<file path="config.mk">
export PLATFORM = sky130hd
export DESIGN_NAME = aase_exec
export DESIGN_NICKNAME = d
export VERILOG_FILES = /design/src/hw/aase_pkg.sv /design/src/hw/aase_exec.sv
export SDC_FILE = /design/constraint.sdc
export NUM_CORES = 1
export LEC_CHECK = 0
export BUFFER_PORTS_ARGS = -buffer_cell sky130_fd_sc_hd__buf_2
export CAP_MARGIN = 20
export CORE_MARGIN = 2
export CORE_UTILIZATION = 45
export DETAILED_ROUTE_END_ITERATION = 8
export PLACE_DENSITY_LB_ADDON = 0.1
export RECOVER_POWER = 50
export SKIP_CTS_REPAIR_TIMING = 1
export SLEW_MARGIN = 10
export SYNTH_ARGS = -nofsm -noshare
export SYNTH_HDL_FRONTEND = slang
export SYNTH_SLANG_ARGS = --single-unit
</file>
<file path="constraint.sdc">
create_clock -name i_core_clk -period 2.9 [get_ports i_core_clk]
set_clock_uncertainty 0.1 [all_clocks]
set_input_delay 0.435 -clock i_core_clk [delete_from_list [all_inputs] [get_ports i_core_clk]]
set_output_delay 0.435 -clock i_core_clk [all_outputs]
set_load 0.02 [all_outputs]
</file>
<file path="src/hw/aase_pkg.sv">
// package for the and/skip execute slice: opcodes, widths, carriers
package aase_pkg;
  localparam int DATA_W = 8;
  localparam int FADDR_W = 7;
  localparam int BIT_W = 3;
  localparam logic [7:0] ACC_RESET = 8'h00;
  localparam logic [7:0] ONE = 8'h01;
  localparam logic [6:0] FADDR_RESET = 7'h00;

  // operation codes presented by the decoder
  typedef enum logic [2:0] {
    AASE_OP_NONE = 3'h0,
    AASE_OP_AND_LITERAL = 3'h1,
    AASE_OP_AND_FILE = 3'h2,
    AASE_OP_TEST_SET = 3'h3,
    AASE_OP_TEST_CLEAR = 3'h4,
    AASE_OP_DEC_SKIP = 3'h5,
    AASE_OP_INC_SKIP = 3'h6
  } aase_op_t;

  // one decoded instruction
  typedef struct packed {
    logic valid;
    aase_op_t op;
    logic [7:0] literal;
    logic [6:0] faddr;
    logic [2:0] bit_sel;
    logic dest_file;
    logic [7:0] fdata;
  } aase_instr_t;

  // file register write-back
  typedef struct packed {
    logic en;
    logic [6:0] addr;
    logic [7:0] data;
  } aase_fwrite_t;
endpackage : aase_pkg

</file>
<file path="src/hw/aase_exec.sv">
// execute slice for the and, bit-test skip and count-skip operations
//
// Behaviour
// - literal AND into accumulator, zero flag only
// - file AND, destination bit picks target, zero
// - bit set skips next, two cycles
// - bit clear skips next, two cycles
// - decrement file to chosen destination, flags kept
// - zero after decrement skips next instruction
// - increment file to chosen destination, flags kept
// - zero after increment skips next instruction
`timescale 1ns/10ps
module aase_exec #(
  parameter int DATA_WIDTH = aase_pkg::DATA_W, // operand and result width
  parameter int FADDR_WIDTH = aase_pkg::FADDR_W, // file register address width
  parameter int BIT_WIDTH = aase_pkg::BIT_W // tested-bit index width
) (
  input wire logic i_core_clk, // core instruction clock
  input wire logic i_rst, // synchronous reset, active high
  input wire aase_pkg::aase_instr_t i_instr, // instruction issued this cycle
  output logic [7:0] o_acc, // accumulator value
  output logic o_zero_flag, // zero flag
  output logic o_zero_we, // pulse: zero flag updated
  output aase_pkg::aase_fwrite_t o_fwrite, // file write-back, one cycle
  output logic o_retired, // pulse: instruction executed
  output logic o_no_operation, // pulse: a discarded slot ran as no-op
  output logic o_busy // high during the skip slot
);
  import aase_pkg::*;

  // the carriers are fixed width; the parameters may only repeat them
  if (DATA_WIDTH != DATA_W) begin : g_bad_data_width
    $error("operand width differs from the instruction carrier");
  end
  if (FADDR_WIDTH != FADDR_W) begin : g_bad_faddr_width
    $error("file address width differs from the write-back carrier");
  end
  if (BIT_WIDTH != BIT_W || (1 << BIT_WIDTH) != DATA_WIDTH) begin : g_bad_bit_width
    $error("bit index width cannot address every operand bit");
  end

  // one-hot slot state: run normally, or burn the slot after a skip
  typedef enum logic [1:0] {
    AASE_ST_RUN = 2'b01,
    AASE_ST_SKIP = 2'b10
  } aase_state_t;

  // all registered state of the slice
  typedef struct packed {
    aase_state_t st;
    logic [DATA_WIDTH-1:0] acc; // accumulator
    logic zero; // zero flag
    logic zero_we; // zero flag written last cycle
    aase_fwrite_t fw; // file write-back
    logic retired; // instruction executed
    logic no_operation; // discarded slot ran empty
    logic busy; // skip slot in progress
  } aase_s_t;

  // current and next state
  aase_s_t s_reg;
  aase_s_t s_next;

  // issue qualifier and per-operation strobes
  logic issue;
  logic op_and_lit;
  logic op_and_file;
  logic op_test_set;
  logic op_test_clear;
  logic op_dec;
  logic op_inc;
  logic op_any;
  logic op_from_file;
  logic to_file;

  // operands and results
  logic [DATA_WIDTH-1:0] fdata;
  logic [FADDR_WIDTH-1:0] faddr;
  logic [DATA_WIDTH-1:0] bit_hit;
  logic [DATA_WIDTH-1:0] and_lit_val;
  logic [DATA_WIDTH-1:0] and_file_val;
  logic [DATA_WIDTH-1:0] dec_val;
  logic [DATA_WIDTH-1:0] inc_val;
  logic [DATA_WIDTH-1:0] result;
  logic bit_val;
  logic skip;

  // an instruction counts only while the slot is not being skipped
  assign issue = i_instr.valid && (s_reg.st == AASE_ST_RUN);
  assign op_and_lit = issue && (i_instr.op == AASE_OP_AND_LITERAL);
  assign op_and_file = issue && (i_instr.op == AASE_OP_AND_FILE);
  assign op_test_set = issue && (i_instr.op == AASE_OP_TEST_SET);
  assign op_test_clear = issue && (i_instr.op == AASE_OP_TEST_CLEAR);
  assign op_dec = issue && (i_instr.op == AASE_OP_DEC_SKIP);
  assign op_inc = issue && (i_instr.op == AASE_OP_INC_SKIP);
  assign op_any = issue && (i_instr.op != AASE_OP_NONE);

  // destination select only applies to file-sourced results
  assign op_from_file = op_and_file || op_dec || op_inc;
  assign to_file = op_from_file && i_instr.dest_file;

  // operand copies at the parameter width
  assign fdata = i_instr.fdata;
  assign faddr = i_instr.faddr;

  // per-bit and products and tested-bit match
  for (genvar gi = 0; gi < DATA_WIDTH; gi++) begin : g_bit
    localparam logic [BIT_WIDTH-1:0] POS = BIT_WIDTH'(gi); // index of this bit
    assign and_lit_val[gi] = s_reg.acc[gi] & i_instr.literal[gi];
    assign and_file_val[gi] = s_reg.acc[gi] & fdata[gi];
    assign bit_hit[gi] = (i_instr.bit_sel == POS) && fdata[gi];
  end

  // selected bit of the file operand, at most one match is set
  assign bit_val = |bit_hit;

  // count results, wrapping through zero like any 8-bit counter
  assign dec_val = fdata - ONE;
  assign inc_val = fdata + ONE;

  // skip decision for the four conditional operations
  always_comb begin
    skip = 1'b0;
    if (op_test_set) begin
      skip = bit_val;
    end else if (op_test_clear) begin
      skip = !bit_val;
    end else if (op_dec) begin
      skip = (dec_val == '0);
    end else if (op_inc) begin
      skip = (inc_val == '0);
    end
  end

  // result of the file-sourced operations
  always_comb begin
    result = '0;
    if (op_and_file) begin
      result = and_file_val;
    end else if (op_dec) begin
      result = dec_val;
    end else if (op_inc) begin
      result = inc_val;
    end
  end

  // next state: pulses clear by default, the slot state decides the rest
  always_comb begin
    s_next = s_reg;
    s_next.zero_we = 1'b0;
    s_next.fw.en = 1'b0;
    s_next.retired = 1'b0;
    s_next.no_operation = 1'b0;
    s_next.busy = 1'b0;
    case (s_reg.st)
      AASE_ST_SKIP: begin
        // discarded instruction runs as a no-op
        s_next.no_operation = 1'b1;
        s_next.st = AASE_ST_RUN;
      end
      AASE_ST_RUN: begin
        if (op_any) begin
          s_next.retired = 1'b1;
        end
        if (op_and_lit) begin
          s_next.acc = and_lit_val;
          s_next.zero = (and_lit_val == '0);
          s_next.zero_we = 1'b1;
        end
        if (op_and_file) begin
          s_next.zero = (and_file_val == '0);
          s_next.zero_we = 1'b1;
        end
        // file-sourced result goes back to the file or the accumulator
        if (to_file) begin
          s_next.fw.en = 1'b1;
          s_next.fw.addr = faddr;
          s_next.fw.data = result;
        end else if (op_from_file) begin
          s_next.acc = result;
        end
        // a met condition burns the next slot, otherwise run on
        if (skip) begin
          s_next.st = AASE_ST_SKIP;
          s_next.busy = 1'b1;
        end else begin
          s_next.st = AASE_ST_RUN;
        end
      end
      default: begin
        s_next.st = AASE_ST_RUN;
      end
    endcase
  end

  // state register, synchronous reset to the idle slot
  always_ff @(posedge i_core_clk) begin
    if (i_rst) begin
      s_reg.st <= AASE_ST_RUN;
      s_reg.acc <= ACC_RESET;
      s_reg.zero <= 1'b0;
      s_reg.zero_we <= 1'b0;
      s_reg.fw.en <= 1'b0;
      s_reg.fw.addr <= FADDR_RESET;
      s_reg.fw.data <= 8'h00;
      s_reg.retired <= 1'b0;
      s_reg.no_operation <= 1'b0;
      s_reg.busy <= 1'b0;
    end else begin
      s_reg <= s_next;
    end
  end

  // outputs straight from the state register
  assign o_acc = s_reg.acc;
  assign o_zero_flag = s_reg.zero;
  assign o_zero_we = s_reg.zero_we;
  assign o_fwrite = s_reg.fw;
  assign o_retired = s_reg.retired;
  assign o_no_operation = s_reg.no_operation;
  assign o_busy = s_reg.busy;
endmodule : aase_exec

</file>
Word-level counts from Yosys, hierarchy flattened:

Cells that the tools add are included.

* register bits: 31
* input bits: 33
* output and inout bits: 29
* word-level logic and storage cells: 91

* muxes and demuxes: 16
* reduce and logical (&&, ||, !) cells: 31
* bitwise logic cells: 17
* add/subtract/negate cells: 2
* equal/unequal tests: 15

Operator list (number)
* 8-bit 2-to-1 mux: 5
* 8-bit zero test: 4
* 3-bit equality test (second input constant): 7
* 1-bit logical AND: 17
* 1-bit bitwise AND: 16
* 16-bit 2-to-1 mux: 1
* 3-bit by 2-bit equality test with 1-bit output (second input constant): 4
* 10-bit 2-to-1 mux: 1
* 8-bit by 1-bit adder with 8-bit output (second input constant): 1
* 8-bit OR reduction: 1
* 8-bit by 1-bit subtractor with 8-bit output (second input constant): 1
* 1-bit 2-to-1 mux: 7
* 3-bit by 1-bit equality test with 1-bit output (second input constant): 2
* 2-bit 2-to-1 mux: 2
* 2-bit AND reduction: 2
* 3-bit zero test: 1
* 3-bit nonzero test: 1
* 2-bit by 1-bit equality test with 1-bit output (second input constant): 1
* 2-bit equality test (second input constant): 1
* 1-bit logical OR: 2
* 2-bit nonzero test: 1
* 2-bit OR reduction: 1
* 1-bit zero test: 1
* 1-bit NOT: 1

Longest topological paths before layout:

* depth in word-level cells: 8
* depth in mapped cells: 8
* gate-level depth less buffers: 7

Worst setup path after synthesis:

Ideal clock, no wire load.

* path type: input port to flip-flop
* start: input i_instr[0] (netlist bit)
* end: register s_reg[29] (netlist bit)
* setup time: 120 ps
* slack: 393 ps
* cell stages on the path: 8
* buffers on the path: 1
* arrival time: 2287 ps
* required time: 2680 ps
* path through: buf_6 > inv_1 > ha_1 > or4b_2 > o21a_1 > nor4b_1 > a21oi_1 > a211o_2

* longest elaborated chain between the ends: 7
* elaborated cells on any way between the ends: 12
* classes of those cells: 2 x add/sub; 5 x mux; 5 x reduce/logical

Ends and longest elaborated chain
* from (decl): line aase_exec.sv:20 `input wire aase_pkg::aase_instr_t i_instr,`
* 8-bit by 1-bit adder with 8-bit output: line aase_exec.sv:119 `assign inc_val = fdata + ONE;`
* 8-bit zero test: line aase_exec.sv:131 `skip = (inc_val == '0);`
* 1-bit 2-to-1 mux: line aase_exec.sv:130 `end else if (op_inc) begin`
* 1-bit 2-to-1 mux: line aase_exec.sv:128 `end else if (op_dec) begin`
* 1-bit 2-to-1 mux: line aase_exec.sv:126 `end else if (op_test_clear) begin`
* 1-bit 2-to-1 mux (*): line aase_exec.sv:124 `if (op_test_set) begin`
* 2-bit 2-to-1 mux (*): line aase_exec.sv:183 `if (skip) begin`
* to (signal assigned): line aase_exec.sv:210 `s_reg <= s_next;`
* to (decl): line aase_exec.sv:61 `aase_s_t s_reg;`

Every way passes the cells marked *; elsewhere a longest branch is shown, timed or not.
A chain may end at the register's enable or synchronous reset.

Worst setup path after layout:

Ends and elaborated chain as after synthesis.

==> flow_summary_export.csv <==
group,metric,value,unit
sta,timing.fmax,421,MHz
routing,firstDrtPassIters,4,
cells_and_area,diodes,0,
pwr,ir_worst_vdd,0.163,mV
synthesis,ys_warn_count,0,
hold_path,min_path_cells,3,
synthesis,synthAdderAreaFrac,2.41,%
routing,vias,1979,
critical_path,path_class,"in -> reg",
synthesis,synth-main-ff-cell,"dfxtp_1",
synthesis,netlist_instances,260,
clocking,cts_num_sinks,30,
sta,rsz0062_at_grt,"false",
critical_path,reg2reg_depth,5,
placement,port_buffers,61,
synthesis,async_reset_ff_share,0,%
sta,finalSetupViolations,0,
placement,gp_congestion,0.858,
cells_and_area,largest_reg_flops,16,
run,drv_cap,0,
synthesis,syn-cell-area,2080,µm²
floorplanning,die_y,72.0,µm
synthesis,ys_seq_elements,30,
critical_path,cp-start-kind,"primary input",
routing,drc,0,
global_routing,antenna_found_initial,0,
synthesis,syn_nets,297,
clocking,cts_buffer_depth,2,
cells_and_area,drive_above_1_share,20.2,%
synthesis,synth_top_family_by_area,"compound AO/OA/AOI/OAI gates",
critical_path,worstPathArrival,2.45,ns
floorplanning,core,4410,µm²
critical_path,crit_fanout,3,
placement,place_area,2240,µm²
routing,ant_nets,0,
clocking,cts-root-buf,"clkbuf_8",
synthesis,synth_seq_area_share,28.9,%
clocking,cts_tree,"done",
critical_path,critical-path-top-delay-family,"simple AND/OR/NAND/NOR gates",
placement,dp_hpwl,4080,µm
routing,via_per_inst,5.67,
critical_path,worst-path-stages,8,
cells_and_area,area_delta_synth_final,10.7,%
floorplanning,die-area,5180,µm²
critical_path,cp.required,2.97,ns
critical_path,path_cells,"buf_2 -> inv_1 -> ha_1 -> or4b_2 -> o21a_1 -> nor4b_1 -> a21oi_1 -> a211o_2",
synthesis,synth_xor_area_share,2.53,%
floorplanning,initial_core_util,47.1,%
global_routing,grt_util_all_layers,22.0,%
synthesis,synth_cell_type_count,52,
synthesis,synth_compound_area_share,24.6,%
clocking,cts-buffers-inserted,5,
global_routing,grt_max_degree,32,
sta,relSlewSlack,11.3,%
critical_path,cp_slowest_cell,"or4b_2",
cells_and_area,fin_nets,333,
clocking,cts.htree.levels,2,
pwr,leakagePower,0.841,nW
hold_path,hp-class,"in -> reg",
sta,setup_slack,0.524,ns
critical_path,crit_buf_inv,2,
pwr,power_density,420,nW/µm²
pwr,power,0.966,mW
status,outcome,"finished, final reports clean",
clocking,cts.clk_slew.worst_paths,0.07,ns
global_routing,grt_pass1_wl,8960,µm
routing,wire_per_inst,15.5,µm
synthesis,synth.area.mux_share,3.31,%
cells_and_area,final_area,2300,µm²
sta,finalCriticalPeriod,2.38,ns
placement,dp_slack,0.264,ns
sta,hold_viol,0,
critical_path,critPathCaptureType,"flop",
floorplanning,rows,24,
global_routing,grt_overflow,0,
synthesis,yosys.area_share.simple,24.4,%
sta,tns,0,ns
clocking,clock_latency,0.28,ns
routing,drt_wl_total,5400,µm
floorplanning,io_pins,62,
sta,worstMarginPinSlew,1.33,ns
global_routing,first_global_vias,1786,
floorplanning,die_x,72.0,µm
sta,slew_viol_final,0,
synthesis,synth_edf_count,0,
synthesis,postSynthAreaPerCell,7.99,µm²
sta,period_share,81.9,%
critical_path,critPathMaxStageDelay,0.64,ns
routing,drtIter0Drc,137,
## per-stage QoR
stage / hold slack, ns / cells / util [%]
after CTS: 0.277 / 349 / 52.9
after detailed placement: 0.345 / 341 / 50.8
final: 0.284 / 349 / 52.1
after global routing: 0.300 / 349 / 52.1
after floorplan: 0.337 / 260 / -
after global placement: 0.338 / 341 / 50.8
## worst reg2reg max path, delay by kind of cell, from the launching register on
family          cells  cell delay, ns
compound gates      3            0.74
flops               1            0.40
simple gates        2            0.66
## placed cells by master, fill, tap and decap left out, drive strengths merged, types with 3 or more instances in the layout
master   n
buf     41
clkbuf  34
dfxtp   30
nand2   28
a21oi   22
nor2    17
nor3    12
nand3   10
o211ai   8
a211oi   8
o21ai    7
a31oi    6
nand3b   5
nand4    5
a22oi    5
inv      4
xnor2    4
ha       4
and2     4
nand2b   3
o31ai    3
o41ai    3
## final timing paths
| path | start | end | slack [ns] |
|---|---|---|---|
| max | i_instr[0] | s_reg[29] | 0.52 |
| min | i_instr[18] | o_fwrite[14] | 0.28 |
| max reg2reg | s_reg[30] | o_fwrite[4] | 0.83 |
| min reg2reg | o_fwrite[9] | o_fwrite[9] | 0.35 |
## layout make-up
| class | count | area [µm²] |
|---|---|---|
| inverter | 4 | 15.0 |
| clock buffer | 6 | 82.6 |
| tap | 52 | 65.1 |
| multi-input combinational | 186 | 1190 |
| clock inverter | 2 | 12.5 |
| timing repair buffer | 69 | 330 |
| fill | 472 | 2110 |
| sequential | 30 | 601 |
## Yosys cell counts (all sizes together), types with 5 or more instances
cell type  count  area (µm²)
a21oi         22         110
nor3          12        60.1
a211oi         8        60.1
a22oi          5        37.5
o211ai         8        60.1
dfxtp         30         601
nor2          17        63.8
nand4          5        31.3
nand3b         5        37.5
a31oi          6        37.5
clkbuf        13        58.8
o21ai          7        35.0
nand3         10        50.1
nand2         28         105
buf           27         214
## power breakdown
group / internal, mW / switching, mW
sequential: 0.424 / 0.00755
combinational: 0.0689 / 0.114
clock: 0.190 / 0.160
total: 0.683 / 0.282
## layer usage
metal,vias to the layer above,share of wire [%],GRT usage [%]
met5,-,0,0
met3,5,6.5,4.31
met1,902,48,32.4
met4,0,0.70,5.66
met2,63,45,33.1
li1,1009,-,-
## cell families (layout without fill, tap and decap cells)
kind of cell | count (synthesis) | after routing
and+or+nand+nor | 98 | 98
buffers and inverters | 44 | 81
AOI/OAI and AO/OA | 74 | 74
muxes | 4 | 4
DFF | 30 | 30
adders and majority gates | 4 | 4
xor gates and xnor gates | 6 | 6
Note: power is estimated with default switching activity, not from simulation.
